File: src/common/sregc_defs.svh
// Offsets, field positions, reset values and rail figures of the
// supply regulator control block.
// Assumes a 32-bit AXI4-Lite register window with byte addressing.
`ifndef SREGC_DEFS_SVH
`define SREGC_DEFS_SVH

// ****************************************************************
// Register indices and byte addresses
// ****************************************************************
`define SREGC_CSC_IDX 8'h00
`define SREGC_RIC_IDX 8'h0B
`define SREGC_CSC_ADDR 8'h00
`define SREGC_RIC_ADDR 8'h2C
`define SREGC_STAT_ADDR 8'h30

// ****************************************************************
// Fields and reset values
// ****************************************************************
`define SREGC_CSC_SUPPLY_BIT 0
`define SREGC_CSC_STANDBY_BIT 7
`define SREGC_RIC_AUTO_BIT 7
`define SREGC_CSC_RESET 8'h01
`define SREGC_RIC_RESET 8'h83

// ****************************************************************
// Rail figures in millivolts
// ****************************************************************
`define SREGC_RF_CAP_MV 13'h1388
`define SREGC_AX_CAP_MV 13'h0D48
`define SREGC_MAN5_BASE_MV 13'h10CC
`define SREGC_MAN3_BASE_MV 13'h0A8C
`define SREGC_STEP_MV 13'h0064
`define SREGC_MARGIN_250_MV 13'h00FA
`define SREGC_MARGIN_350_MV 13'h015E
`define SREGC_MARGIN_400_MV 13'h0190

`endif

File: src/common/sregc_pkg.sv
// Types shared by the supply regulator control block.
// Assumes the constants header is compiled alongside.
package sregc_pkg;

   // One-hot states of the automatic setting run
   typedef enum logic [2:0] {
      SREGC_IDLE = 3'b001,
      SREGC_SAMPLE = 3'b010,
      SREGC_APPLY = 3'b100
   } sregc_state_t;

   // AXI4-Lite response codes
   typedef enum logic [1:0] {
      SREGC_OKAY = 2'b00,
      SREGC_SLVERR = 2'b10
   } sregc_resp_t;

endpackage

File: src/rtl/sregc_top.sv
// Supply regulator control: supply mode, regulator mode, rail targets
// and enable gating, with an AXI4-Lite register slave.
// Assumes INPUT_SUPPLY_MV_I comes from a monitor on REF_CLK_I and the
// two enable pins arrive asynchronously from outside.
//
// What this block does
// [RQ1] Bit 0 of the chip status control register picks 5-V or 3-V.
// [RQ2] After reset that bit reads as the 5-V configuration.
// [RQ3] Software ought to pick 3-V when the input supply is below 4.3 V.
// [RQ4] Bit 7 of regulator control picks automatic (1) or manual (0).
// [RQ5] In automatic mode bits 1:0 pick a 250, 350 or 400 mV margin.
// [RQ6] Manual 5-V: RF rail 4.3 V to 5 V by code, other rails 3.4 V.
// [RQ7] Manual 3-V: all three rails 2.7 V to 3.4 V by the same code.
// [RQ8] Automatic targets sit below the input, capped 5 V and 3.4 V.
// [RQ9] Power state follows both enable pins and chip status bit 7 (standby).
// [RQ10] Main enable high turns on rails, oscillator and host clock.
// [RQ11] Software ought to write 0x87 for the usual automatic setting.
// [RQ12] Automatic setting runs on main enable rise and mode bit 0-to-1.
// [RQ13] A mode or code write reaches the rail outputs one cycle later.
//
// Added by the designer: the AXI4-Lite register port.
`timescale 1ns/1ps
`include "sregc_defs.svh"

module sregc_top
   import sregc_pkg::*;
(
   input wire logic REF_CLK_I,
   input wire logic RST_I,
   input wire logic [7:0] S_AXI_AWADDR_I,
   input wire logic S_AXI_AWVALID_I,
   output logic S_AXI_AWREADY_O,
   input wire logic [31:0] S_AXI_WDATA_I,
   input wire logic [3:0] S_AXI_WSTRB_I,
   input wire logic S_AXI_WVALID_I,
   output logic S_AXI_WREADY_O,
   output logic [1:0] S_AXI_BRESP_O,
   output logic S_AXI_BVALID_O,
   input wire logic S_AXI_BREADY_I,
   input wire logic [7:0] S_AXI_ARADDR_I,
   input wire logic S_AXI_ARVALID_I,
   output logic S_AXI_ARREADY_O,
   output logic [31:0] S_AXI_RDATA_O,
   output logic [1:0] S_AXI_RRESP_O,
   output logic S_AXI_RVALID_O,
   input wire logic S_AXI_RREADY_I,
   input wire logic MAIN_ENABLE_I,
   input wire logic SECONDARY_WAKE_PIN_I,
   input wire logic [12:0] INPUT_SUPPLY_MV_I,
   output logic [12:0] RF_AMPLIFIER_RAIL_MV_O,
   output logic [12:0] ANALOG_RAIL_MV_O,
   output logic [12:0] DIGITAL_RAIL_MV_O,
   output logic RF_AMPLIFIER_RAIL_EN_O,
   output logic ANALOG_RAIL_EN_O,
   output logic DIGITAL_RAIL_EN_O,
   output logic OSC_EN_O,
   output logic HOST_CLOCK_OUTPUT_EN_O,
   output logic HOST_CLOCK_AUX_SEL_O,
   output logic SUPPLY_5V_MODE_O
);

   // ****************************************************************
   // Declarations
   // ****************************************************************
   logic [7:0] chip_status, regulator_io_control, aw_addr;
   logic aw_have, w_have, wr_fire, en_prev, auto_prev, auto_trigger, rd_hit;
   logic [31:0] w_data, rd_data;
   logic [3:0] w_strb;
   logic [1:0] en_meta, wake_meta;
   sregc_state_t state, next_state;
   logic [12:0] vin_snap, margin_snap, auto_rf, auto_ax;
   logic [12:0] next_rf, next_ax, target, margin_sel;

   // ****************************************************************
   // Write channel: address and data taken in either order
   // ****************************************************************
   // Ready falls on the handshake, rises after the response: one write
   always_ff @(posedge REF_CLK_I or posedge RST_I) begin
      if (RST_I) begin
         S_AXI_AWREADY_O <= 1'b0;
      end else if (S_AXI_AWREADY_O && S_AXI_AWVALID_I) begin
         S_AXI_AWREADY_O <= 1'b0;
      end else if (!aw_have && !S_AXI_BVALID_O) begin
         S_AXI_AWREADY_O <= 1'b1;
      end
   end
   always_ff @(posedge REF_CLK_I or posedge RST_I) begin
      if (RST_I) begin
         S_AXI_WREADY_O <= 1'b0;
      end else if (S_AXI_WREADY_O && S_AXI_WVALID_I) begin
         S_AXI_WREADY_O <= 1'b0;
      end else if (!w_have && !S_AXI_BVALID_O) begin
         S_AXI_WREADY_O <= 1'b1;
      end
   end
   // Hold the taken address and data until both are present
   always_ff @(posedge REF_CLK_I or posedge RST_I) begin
      if (RST_I) begin
         aw_have <= 1'b0;
         aw_addr <= 8'h00;
      end else if (S_AXI_AWREADY_O && S_AXI_AWVALID_I) begin
         aw_have <= 1'b1;
         aw_addr <= S_AXI_AWADDR_I;
      end else if (wr_fire) begin
         aw_have <= 1'b0;
      end
   end
   always_ff @(posedge REF_CLK_I or posedge RST_I) begin
      if (RST_I) begin
         w_have <= 1'b0;
         w_data <= 32'h0000_0000;
         w_strb <= 4'h0;
      end else if (S_AXI_WREADY_O && S_AXI_WVALID_I) begin
         w_have <= 1'b1;
         w_data <= S_AXI_WDATA_I;
         w_strb <= S_AXI_WSTRB_I;
      end else if (wr_fire) begin
         w_have <= 1'b0;
      end
   end
   assign wr_fire = aw_have && w_have && !S_AXI_BVALID_O;
   // Response one cycle after the write; unmapped addresses error out
   always_ff @(posedge REF_CLK_I or posedge RST_I) begin
      if (RST_I) begin
         S_AXI_BVALID_O <= 1'b0;
         S_AXI_BRESP_O <= SREGC_OKAY;
      end else if (wr_fire) begin
         S_AXI_BVALID_O <= 1'b1;
         if (aw_addr == `SREGC_CSC_ADDR || aw_addr == `SREGC_RIC_ADDR) begin
            S_AXI_BRESP_O <= SREGC_OKAY;
         end else begin
            S_AXI_BRESP_O <= SREGC_SLVERR;
         end
      end else if (S_AXI_BREADY_I) begin
         S_AXI_BVALID_O <= 1'b0;
      end
   end

   // ****************************************************************
   // Registers
   // ****************************************************************
   // Only the low byte lane carries register bits
   always_ff @(posedge REF_CLK_I or posedge RST_I) begin
      if (RST_I) begin
         chip_status <= `SREGC_CSC_RESET; // RQ2
      end else if (wr_fire && w_strb[0] && aw_addr == `SREGC_CSC_ADDR) begin
         chip_status <= w_data[7:0]; // RQ1
      end
   end
   // Bits 6:3 are stored but steer nothing
   always_ff @(posedge REF_CLK_I or posedge RST_I) begin
      if (RST_I) begin
         regulator_io_control <= `SREGC_RIC_RESET;
      end else if (wr_fire && w_strb[0] && aw_addr == `SREGC_RIC_ADDR) begin
         regulator_io_control <= w_data[7:0]; // RQ4
      end
   end

   // ****************************************************************
   // Read channel
   // ****************************************************************
   // Read decode; status word shows the pins and the live RF target
   always_comb begin
      rd_hit = 1'b1;
      rd_data = 32'h0000_0000;
      if (S_AXI_ARADDR_I == `SREGC_CSC_ADDR) begin
         rd_data = {24'h00_0000, chip_status};
      end else if (S_AXI_ARADDR_I == `SREGC_RIC_ADDR) begin
         rd_data = {24'h00_0000, regulator_io_control};
      end else if (S_AXI_ARADDR_I == `SREGC_STAT_ADDR) begin
         rd_data = {3'b000, RF_AMPLIFIER_RAIL_MV_O, 12'h000,
                    regulator_io_control[`SREGC_RIC_AUTO_BIT],
                    wake_meta[1], en_meta[1], (state != SREGC_IDLE)};
      end else begin
         rd_hit = 1'b0;
      end
   end
   always_ff @(posedge REF_CLK_I or posedge RST_I) begin
      if (RST_I) begin
         S_AXI_ARREADY_O <= 1'b0;
      end else if (S_AXI_ARREADY_O && S_AXI_ARVALID_I) begin
         S_AXI_ARREADY_O <= 1'b0;
      end else if (!S_AXI_RVALID_O) begin
         S_AXI_ARREADY_O <= 1'b1;
      end
   end
   // Data captured at the address handshake, valid the next cycle
   always_ff @(posedge REF_CLK_I or posedge RST_I) begin
      if (RST_I) begin
         S_AXI_RVALID_O <= 1'b0;
         S_AXI_RDATA_O <= 32'h0000_0000;
         S_AXI_RRESP_O <= SREGC_OKAY;
      end else if (S_AXI_ARREADY_O && S_AXI_ARVALID_I) begin
         S_AXI_RVALID_O <= 1'b1;
         S_AXI_RDATA_O <= rd_data;
         S_AXI_RRESP_O <= rd_hit ? SREGC_OKAY : SREGC_SLVERR;
      end else if (S_AXI_RREADY_I) begin
         S_AXI_RVALID_O <= 1'b0;
      end
   end

   // ****************************************************************
   // Enable pin synchronisers and trigger detection
   // ****************************************************************
   always_ff @(posedge REF_CLK_I or posedge RST_I) begin
      if (RST_I) begin
         en_meta <= 2'b00;
         wake_meta <= 2'b00;
      end else begin
         en_meta <= {en_meta[0], MAIN_ENABLE_I};
         wake_meta <= {wake_meta[0], SECONDARY_WAKE_PIN_I};
      end
   end
   // Previous values; the mode bit resets high so reset is no 0-to-1
   always_ff @(posedge REF_CLK_I or posedge RST_I) begin
      if (RST_I) begin
         en_prev <= 1'b0;
         auto_prev <= 1'b1;
      end else begin
         en_prev <= en_meta[1];
         auto_prev <= regulator_io_control[`SREGC_RIC_AUTO_BIT];
      end
   end
   // Rerun on main enable rise, or with the mode bit written 1, 0, 1
   assign auto_trigger = (en_meta[1] && !en_prev) ||
      (regulator_io_control[`SREGC_RIC_AUTO_BIT] && !auto_prev); // RQ12

   // ****************************************************************
   // Automatic setting run
   // ****************************************************************
   // Margin by code; 01 is not a listed code and takes the 350 mV step
   always_comb begin
      case (regulator_io_control[1:0])
         2'b11: margin_sel = `SREGC_MARGIN_250_MV; // RQ5
         2'b00: margin_sel = `SREGC_MARGIN_400_MV;
         default: margin_sel = `SREGC_MARGIN_350_MV;
      endcase
   end
   always_comb begin
      next_state = state;
      case (state)
         SREGC_IDLE: begin
            if (auto_trigger) begin
               next_state = SREGC_SAMPLE;
            end
         end
         SREGC_SAMPLE: next_state = SREGC_APPLY;
         SREGC_APPLY: next_state = SREGC_IDLE;
         default: next_state = SREGC_IDLE;
      endcase
   end
   always_ff @(posedge REF_CLK_I or posedge RST_I) begin
      if (RST_I) begin
         state <= SREGC_IDLE;
      end else begin
         state <= next_state;
      end
   end
   // Snapshot input and margin so a mid-run write cannot tear the result
   always_ff @(posedge REF_CLK_I or posedge RST_I) begin
      if (RST_I) begin
         vin_snap <= 13'h0000;
         margin_snap <= `SREGC_MARGIN_250_MV;
      end else if (state == SREGC_SAMPLE) begin
         vin_snap <= INPUT_SUPPLY_MV_I;
         margin_snap <= margin_sel;
      end
   end
   // Target below the input, floored at zero for a collapsed supply
   assign target = (vin_snap > margin_snap) ?
      vin_snap - margin_snap : 13'h0000;
   // Results held until the next run, capped per rail
   always_ff @(posedge REF_CLK_I or posedge RST_I) begin
      if (RST_I) begin
         auto_rf <= 13'h0000;
         auto_ax <= 13'h0000;
      end else if (state == SREGC_APPLY) begin
         auto_rf <= (target > `SREGC_RF_CAP_MV) ?
            `SREGC_RF_CAP_MV : target; // RQ8
         auto_ax <= (target > `SREGC_AX_CAP_MV) ?
            `SREGC_AX_CAP_MV : target; // RQ8
      end
   end

   // ****************************************************************
   // Rail target selection
   // ****************************************************************
   always_comb begin
      if (regulator_io_control[`SREGC_RIC_AUTO_BIT]) begin
         next_rf = auto_rf; // RQ4
         next_ax = auto_ax;
      end else if (chip_status[`SREGC_CSC_SUPPLY_BIT]) begin
         next_rf = `SREGC_MAN5_BASE_MV +
            {10'h000, regulator_io_control[2:0]} * `SREGC_STEP_MV; // RQ6
         next_ax = `SREGC_AX_CAP_MV; // RQ6
      end else begin
         next_rf = `SREGC_MAN3_BASE_MV +
            {10'h000, regulator_io_control[2:0]} * `SREGC_STEP_MV; // RQ7
         next_ax = next_rf; // RQ7
      end
   end
   // Registered once, so a register write shows one cycle later
   always_ff @(posedge REF_CLK_I or posedge RST_I) begin
      if (RST_I) begin
         RF_AMPLIFIER_RAIL_MV_O <= 13'h0000;
         ANALOG_RAIL_MV_O <= 13'h0000;
         DIGITAL_RAIL_MV_O <= 13'h0000;
         SUPPLY_5V_MODE_O <= 1'b1;
      end else begin
         RF_AMPLIFIER_RAIL_MV_O <= next_rf; // RQ13
         ANALOG_RAIL_MV_O <= next_ax; // RQ13
         DIGITAL_RAIL_MV_O <= next_ax; // RQ13
         SUPPLY_5V_MODE_O <= chip_status[`SREGC_CSC_SUPPLY_BIT]; // RQ1
      end
   end

   // ****************************************************************
   // Power gating
   // ****************************************************************
   // Main runs all, standby parks RF; wake alone keeps digital, slow clock
   always_ff @(posedge REF_CLK_I or posedge RST_I) begin
      if (RST_I) begin
         RF_AMPLIFIER_RAIL_EN_O <= 1'b0;
         ANALOG_RAIL_EN_O <= 1'b0;
         DIGITAL_RAIL_EN_O <= 1'b0;
         OSC_EN_O <= 1'b0;
         HOST_CLOCK_OUTPUT_EN_O <= 1'b0;
         HOST_CLOCK_AUX_SEL_O <= 1'b0;
      end else begin
         RF_AMPLIFIER_RAIL_EN_O <= en_meta[1] &&
            !chip_status[`SREGC_CSC_STANDBY_BIT]; // RQ9
         ANALOG_RAIL_EN_O <= en_meta[1]; // RQ10
         DIGITAL_RAIL_EN_O <= en_meta[1] || wake_meta[1]; // RQ9
         OSC_EN_O <= en_meta[1]; // RQ10
         HOST_CLOCK_OUTPUT_EN_O <= en_meta[1] || wake_meta[1]; // RQ10
         HOST_CLOCK_AUX_SEL_O <= !en_meta[1] && wake_meta[1]; // RQ9
      end
   end

endmodule

File: config.mk
export PLATFORM = sky130hd
export DESIGN_NAME = sregc_top
export DESIGN_NICKNAME = d
export VERILOG_FILES = /design/src/common/sregc_pkg.sv /design/src/rtl/sregc_top.sv
export VERILOG_INCLUDE_DIRS = /design/src /design/src/common
export SDC_FILE = /design/constraint.sdc
export NUM_CORES = 1
export LEC_CHECK = 0
export BUFFER_PORTS_ARGS = -buffer_cell sky130_fd_sc_hd__buf_2
export CAP_MARGIN = 15
export CORE_MARGIN = 1
export CORE_UTILIZATION = 54
export CTS_CLUSTER_DIAMETER = 200
export DETAILED_ROUTE_END_ITERATION = 10
export PLACE_DENSITY = 0.89
export SYNTH_ARGS = -nofsm -noshare
export SYNTH_HDL_FRONTEND = slang
export SYNTH_SLANG_ARGS = --single-unit
File: constraint.sdc
create_clock -name REF_CLK_I -period 5.41 [get_ports REF_CLK_I]
set_clock_uncertainty 0.2 [all_clocks]
set_input_delay 0 -clock REF_CLK_I [delete_from_list [all_inputs] [get_ports REF_CLK_I]]
set_output_delay 0 -clock REF_CLK_I [all_outputs]
set_load 0.01 [all_outputs]
# Word level (Yosys, flattened, before mapping)
# Index checks and enable logic that the tools add are counted.
# op_classes
n_addsub	3
multipliers	1
magnitude_cmp	3
eq_ne	10
mux	31
n_reduce_logical	33
# ops
operator	n
2-to-1 mux 13 bit	7
2-to-1 mux 29 bit	3
equality test 8 x 6 -> 1 bit, second input constant	3
case mux 9 bit (2 select lines)	1
zero test 8 bit	2
2-to-1 mux 1 bit	16
logical AND 1 bit	14
adder 12 x 10 -> 13 bit, first input constant	1
adder 13 x 10 -> 13 bit, first input constant	1
> comparator 13 x 12 -> 1 bit, second input constant	1
> comparator 13 bit	1
> comparator 13 bit, second input constant	1
subtractor 13 bit	1
nonzero test 2 bit	6
multiplier 3 x 5 -> 8 bit, second input constant	1
zero test 1 bit	7
case mux 3 bit (2 select lines)	1
2-to-1 mux 2 bit	2
equality test 3 x 1 -> 1 bit, second input constant	1
equality test 3 x 2 -> 1 bit, second input constant	1
equality test 3 bit, second input constant	1
logical OR 1 bit	3
2-to-1 mux 3 bit	1
!= test 3 x 1 -> 1 bit, second input constant	1
4 further kinds	4
# word_totals
ff_bits	167
input_bits	74
out_inout_bits	87
elab_cells	111

# Longest topological paths before layout
# Gate-level depths: netlist of the first run.
# logic_depth
word_depth	5
ltp_mapped	11

# Worst setup path before layout of the first run
# No wires, ideal clock.
# synth_path
path_kind	flip-flop to flip-flop
startpoint	register margin_snap[6]
endpoint	register auto_ax[0]
setup_ns	0.122
t_arrival_ns	2.532
required_time_ns	5.088
path_slack_ns	2.556
stages_incl_launch_ff	11
n_path_buf	0
period_less_slack_ns	2.854
cell_sequence	dfstp_2 -> inv_1 -> ha_1 -> nor2b_1 -> or2_4 -> a21oi_4 -> xnor2_1 -> nand2_1 -> a311oi_1 -> a311oi_4 -> a32o_1
# synth_between
elab_chain_cells	4
word_cells_on_any_way	5
cone_classes	add/sub: 1; order compare: 2; mux: 2
# synth_lines
item	line	text
from (decl)	sregc_top.sv:71	logic [12:0] vin_snap, margin_snap, auto_rf, auto_ax;
from (signal assigned)	sregc_top.sv:263	margin_snap <= `SREGC_MARGIN_250_MV;
from (signal assigned)	sregc_top.sv:266	margin_snap <= margin_sel;
subtractor 13 bit or > comparator 13 bit (tied branches)	sregc_top.sv:271, sregc_top.sv:270	
2-to-1 mux 13 bit *	sregc_top.sv:270	assign target = (vin_snap > margin_snap) ?
> comparator 13 x 12 -> 1 bit (no source line)	--	
2-to-1 mux 13 bit *	sregc_top.sv:280	auto_ax <= (target > `SREGC_AX_CAP_MV) ?
to (signal assigned)	sregc_top.sv:280	
to (decl)	sregc_top.sv:71	
# Mark *: on every way between the ends. The rest lies on a longest branch, timed or not.
# A chain may end at the register's enable or synchronous reset.

# Final worst setup path of the first run
# layout_path
startpoint	register margin_snap[6]
endpoint	register auto_ax[2]
# The elaborated chain is that of the path after synthesis.

==> reports/metrics.csv, run 1 <==
metric,value,unit
vias in the first global route,4981,
Finished Layout Cells,925,
Syn Inst Count,611,
Yosys warning count,0,
fin area,8310,um2
"slowest stage cell, crit path",a311oi_4,
Syn-to-layout area delta,23.2,%
Detail Route Antenna Nets,0,
"Top FF cell, synth",dfrtp_1,
met3 GRT Util,0.0553,
CTS root buf,clkbuf_16,
H-tree Lvls,4,
Total Die Area,12900,um2
# Max-Cap Violations,0,
largest cells by area after synthesis,"dfrtp_1, mux2_2, nand2_1",
pin count of the biggest net entering global routing,84,
# fillers,901,
fmax,293,MHz
global routing usage on met1,0.308,
DR WL/cell,16.1,um
RSZ-0062 raised after global routing,false,
Cells after DPL,855,
Final Total Pwr,4.48,mW
"Hold Vio Cnt, Final",0,
Critical Path AT,3570,ps
Initial DRC Count,278,
Initial Utilization,0.557,
most frequent cells in the layout,"dfrtp_1, buf_2, nand2_1, o21ai_0, mux2_2",
CTS buffer count,17,
total track usage,0.245,
layout cell share with drive strength beyond 1,0.301,
"EDFF count, synth",0,
IO Port Bufs,120,
FP Rows,40,
CP required,5560,ps
Tightest Pin Transition,964,ps
Synth top area share,0.505,
final-stage net count,836,
vias,4996,
PD cells,539,nW/um2
Worst slew margin,0.356,
WS Path Type,register to register,
crit end category,register,
Final Critical Period,3420,ps
Final Max Slew Viols,0,
VDD IR max,287,uV
max incr delay on CP,560,ps
status,"complete, no violations",
crit share post-route,0.632,
Post-CTS Setup Bufs,0,
Post-Syn Area,6740,um2
# diodes,0,
Pre-Repair DR Iteration Count,8,
hold_ws,45.0,ps
Clock Tree Buf Depth,2,
Lkg Pwr,3.93,nW
met2 GRT Util,0.404,
core area,12100,um2
global-route wire length before repair,24400,um
setup TNS,0,ps
Die W,114,um
GP Congestion,0.858,
gr ovfl total,0,
Placed Instance Area,7290,um2
# setup viols final,0,
syn_area_per_cell,11.0,um2
worst skew pair latency,420,ps
IO Pins,161,
Synth Register Bits,146,
Synth async-reset ratio,1.00,
crit path cell chain,inv_1 > ha_1 > nand3_4 > nor4_1 > o21a_1 > nor2_1 > a311oi_4 > a32o_1,
"Reg clk slew, reported paths",60,ps
Die Y-Extent,114,um
residual DRC count,0,
Startpoint Class,register,
register area share after synthesis,0.544,
post-synth cell types,65,
post-synth top area cell,dfrtp_1,
clock sinks,146,
TritonCTS clock tree,yes,
worst-path fanout max,10,
Tightest Hold Check Type,input port to register,
"most common cell after layout, fill and taps aside",dfrtp_1,
initial antenna violation count,0,
final WL,14900,um
GR peak layer,met2,
Post-DP HPWL,9790,um
vias per cell,5.40,
-- metal layers --
metal | vias up | part of all wire | routed length [um]
li1 | 2341 | - | -
met2 | 212 | 0.49 | 7290
met1 | 2405 | 0.43 | 6340
met5 | - | 0 | 0
met3 | 38 | 0.057 | 855
met4 | 0 | 0.028 | 416
-- cells in the mapped netlist, drive strengths merged (4+ instances only) --
cell,instances
a21o,4
a21oi,31
a22o,6
a22oi,5
a32o,11
and2,8
and3,4
buf,34
clkbuf,24
dfrtp,136
dfstp,10
ha,16
inv,27
mux2,44
mux2i,4
nand2,76
nand3,6
nor2,31
nor2b,5
nor3b,4
nor4,6
o21a,4
o21ai,52
o31ai,4
xnor2,11
xor2,11
-- power breakdown --
| part | switching, mW | total [mW] | internal, mW |
|---|---|---|---|
| clock | 0.450 | 1.23 | 0.780 |
| sequential | 0.223 | 1.62 | 1.39 |
| combinational | 0.976 | 1.63 | 0.652 |
| total | 1.65 | 4.48 | 2.83 |
-- critical path, delay by kind of cell, from the launching register on --
family / cells / cell delay (ps)
AO/OA/AOI/OAI: 3 / 1250
adder cells (fa/ha/maj): 1 / 470
buffers and inverters: 1 / 80
flip-flops: 1 / 550
AND/OR/NAND/NOR: 3 / 780
-- worst paths after layout --
kind	startpoint	endpoint	slack, ps	cells past startpoint
min in group asynchronous	RST_I	vin_snap[3]	70	3
max in group asynchronous	RST_I	S_AXI_RDATA_O[20]	3660	4
worst max-delay path	margin_snap[6]	auto_ax[2]	1990	8
worst min register to register	en_meta[0]	en_meta[1]	150	0
worst min-delay path	SECONDARY_WAKE_PIN_I	wake_meta[0]	50	2
worst max register to register	margin_snap[6]	auto_ax[2]	1990	8
-- metrics by stage --
step / utilization / setup WS, ps
after global routing: 0.686 / 1840
after CTS: 0.685 / 2020
after detailed placement: 0.602 / 2100
final: 0.686 / 1990
after floorplan: - / 1300
after global placement: 0.602 / 2160
-- registers in the layout, indices dropped and copies added, names as in the netlist, 2 cells and up --
register and cells:
chip_status 8, w_data 8, vin_snap 13, state 3
auto_ax 13, wake_meta 2, margin_snap 5, DIGITAL_RAIL_MV_O 13
aw_addr 8, RF_AMPLIFIER_RAIL_MV_O 13, regulator_io_control 8, S_AXI_RDATA_O 21
en_meta 2, auto_rf 13
-- kinds of logic (layout without fill, tap and decap cells) --
group                    count (synthesis)  in the layout  synth area share
AO/OA/AOI/OAI                          134            134             0.136
XOR/XNOR                                22             22            0.0286
adder cells (fa/ha/maj)                 18             18            0.0341
buffers and inverters                   85            219            0.0646
flip-flops                             146            146             0.544
multiplexers                            48             48            0.0794
other                                    1             13          0.000556
AND/OR/NAND/NOR                        157            157             0.112
-- timing repair --
action	4_1_cts	5_1_grt
setup endpoints to repair	0	0
hold buffers	38	0
gates resized for setup	0	0
endpoints found under the hold margin	121	0
-- layout make-up --
type                            count  area [um2]  share of cell area
Sequential cell                   146        3670               0.441
Multi-Input combinational cell    392        2690               0.324
Tap cell                          168         210              0.0253
Clock buffer                       18         439              0.0529
Timing Repair Buffer              161        1010               0.122
Clock inverter                     13         184              0.0221
Inverter                           27         106              0.0128
(Power assumes the default switching activity.)
==> run 2: changes to the inputs <==
- clock period: 5.41 -> 3.55 ns (I/O delays scaled with it)
==> run 2 against run 1 <==
  * Final cell count up 0.43%
  * Non-clock buffer count up 4
  * First-iteration DRC count up 42%
  * Worst setup slack worse by 1800 ps
  * Final area down 0.17%
  * Count of clock-buffer cells in the layout up 4
  * Core utilization down 0.11 points
==> reports/metrics.csv, run 2 (synthesized netlist as in run 1, its figures left out) <==
metric,value,unit
"most common cell after layout, fill and taps aside",dfrtp_1,
most frequent cells in the layout,"dfrtp_1, buf_2, nand2_1, o21ai_0, mux2_2",
flop-to-flop setup slack,200,ps
CTS root buf,clkbuf_16,
WS Path Type,register to register,
core area,12100,um2
Die Y-Extent,114,um
Lkg Pwr,3.92,nW
worst hold endpoint,wake_meta[0],
CP required,3650,ps
final WL,14700,um
Critical Path AT,3450,ps
Final Critical Period,3350,ps
IO Port Bufs,120,
Initial Utilization,0.557,
IO Pins,161,
hold_ws,33.1,ps
# setup viols final,0,
CP startpoint,margin_snap[6],
Post-CTS Setup Bufs,0,
H-tree Lvls,4,
max FFs per register,21,
post-layout util,0.685,
Tightest Hold Check Type,input port to register,
Worst R2R Path Depth,10,
Total Die Area,12900,um2
DR WL/cell,15.9,um
Worst slew margin,0.458,
final-stage net count,840,
worst skew pair latency,420,ps
vias in the first global route,5082,
Multi-input gate area,2690,um2
PD cells,802,nW/um2
WHS Path Cells,2,
Syn-to-layout area delta,23.0,%
initial antenna violation count,0,
Die W,114,um
CTS buffer count,17,
Top Layer Used,met4,
crit share post-route,0.943,
# diodes,0,
VDD IR max,524,uV
worst-path fanout max,10,
r2r endpoint,auto_ax[2],
Clock Tree Buf Depth,2,
Final Total Pwr,6.65,mW
met3 WL post-DR,840,um
register area,3670,um2
Reg-to-Reg Start,margin_snap[6],
Biggest register,S_AXI_RDATA_O,
Initial DRC Count,396,
# fillers,908,
Met2 Wirelength,7240,um
status,"complete, no violations",
# Max-Cap Violations,0,
Worst Min Path Start,SECONDARY_WAKE_PIN_I,
GP Congestion,0.839,
clock sinks,146,
vias,5039,
fmax,299,MHz
pin count of the biggest net entering global routing,74,
setup TNS,0,ps
"Reg clk slew, reported paths",60,ps
total track usage,0.246,
Tightest Pin Transition,810,ps
crit end category,register,
Detail Route Antenna Nets,0,
TritonCTS clock tree,yes,
RSZ-0062 raised after global routing,false,
gr ovfl total,0,
Final Max Slew Viols,0,
layout cell share with drive strength beyond 1,0.302,
vias per cell,5.42,
global-route wire length before repair,24600,um
"Hold Vio Cnt, Final",0,
Startpoint Class,register,
FP Rows,40,
residual DRC count,0,
Pre-Repair DR Iteration Count,4,
Post-DP HPWL,10000,um
M1 wire length,6280,um
[run 2: changes by cell type in the layout (fill, tap and decap cells not counted), sizes merged]
cell / previous run / this run
buf: 123 / 127
bufinv: 4 / 1
clkbuf: 18 / 22
clkinv: 5 / 4
clkinvlp: 3 / 4
inv: 28 / 27
[run 2: per-layer routing]
metal,vias to the layer above,global-route usage
met1,2443,0.314
met5,-,0
met4,0,0.118
li1,2349,-
met2,213,0.405
met3,34,0.0478
[run 2: critical path, stage by stage (launching register included)]
cell	delay, ps
dfstp_2	540
inv_1	70
ha_1	380
nand3b_1	150
nand2_1	230
a31oi_1	130
xnor2_1	450
nand4_1	180
a311oi_1	440
a311oi_4	140
a32o_1	300
[run 2: layout make-up]
| cell class | count | area share |
|---|---|---|
| Sequential cell | 146 | 0.442 |
| Multi-Input combinational cell | 392 | 0.324 |
| Timing Repair Buffer | 165 | 0.129 |
| Clock buffer | 22 | 0.0572 |
| Tap cell | 168 | 0.0253 |
| Inverter | 27 | 0.0127 |
| Clock inverter | 9 | 0.00981 |
[run 2: how the worst max path moves through the flow]
stage                  to  slack [ps]
6_report       auto_ax[2]         200
5_1_grt        auto_ax[5]          40
4_1_cts        auto_ax[7]         240
3_5_place_dp   auto_ax[7]         250
3_3_place_gp   auto_ax[0]         430
2_1_floorplan  auto_ax[0]         700
[run 2: what timing repair did]
action                     in CTS  in global routing
hold endpoints to repair       68                  0
resized for setup               0                  0
setup endpoints to repair       0                  0
hold buffers                   38                  0
[run 2: where the power goes]
part / total, mW / switching [mW] / leakage (nW) / internal (mW)
Clock: 1.67 / 0.657 / 0.268 / 1.01
Sequential: 2.46 / 0.334 / 1.83 / 2.13
Combinational: 2.52 / 1.49 / 1.82 / 1.03
Total: 6.65 / 2.48 / 3.92 / 4.17
[run 2: metrics by stage]
| step | setup slack [ps] | cell area [um2] | instances |
|---|---|---|---|
| after floorplan | 696 | 6790 | 623 |
| after global placement | 432 | 7330 | 859 |
| after detailed placement | 245 | 7330 | 859 |
| after CTS | 235 | 8270 | 928 |
| after global routing | 41.3 | 8290 | 929 |
| final | 203 | 8290 | 929 |
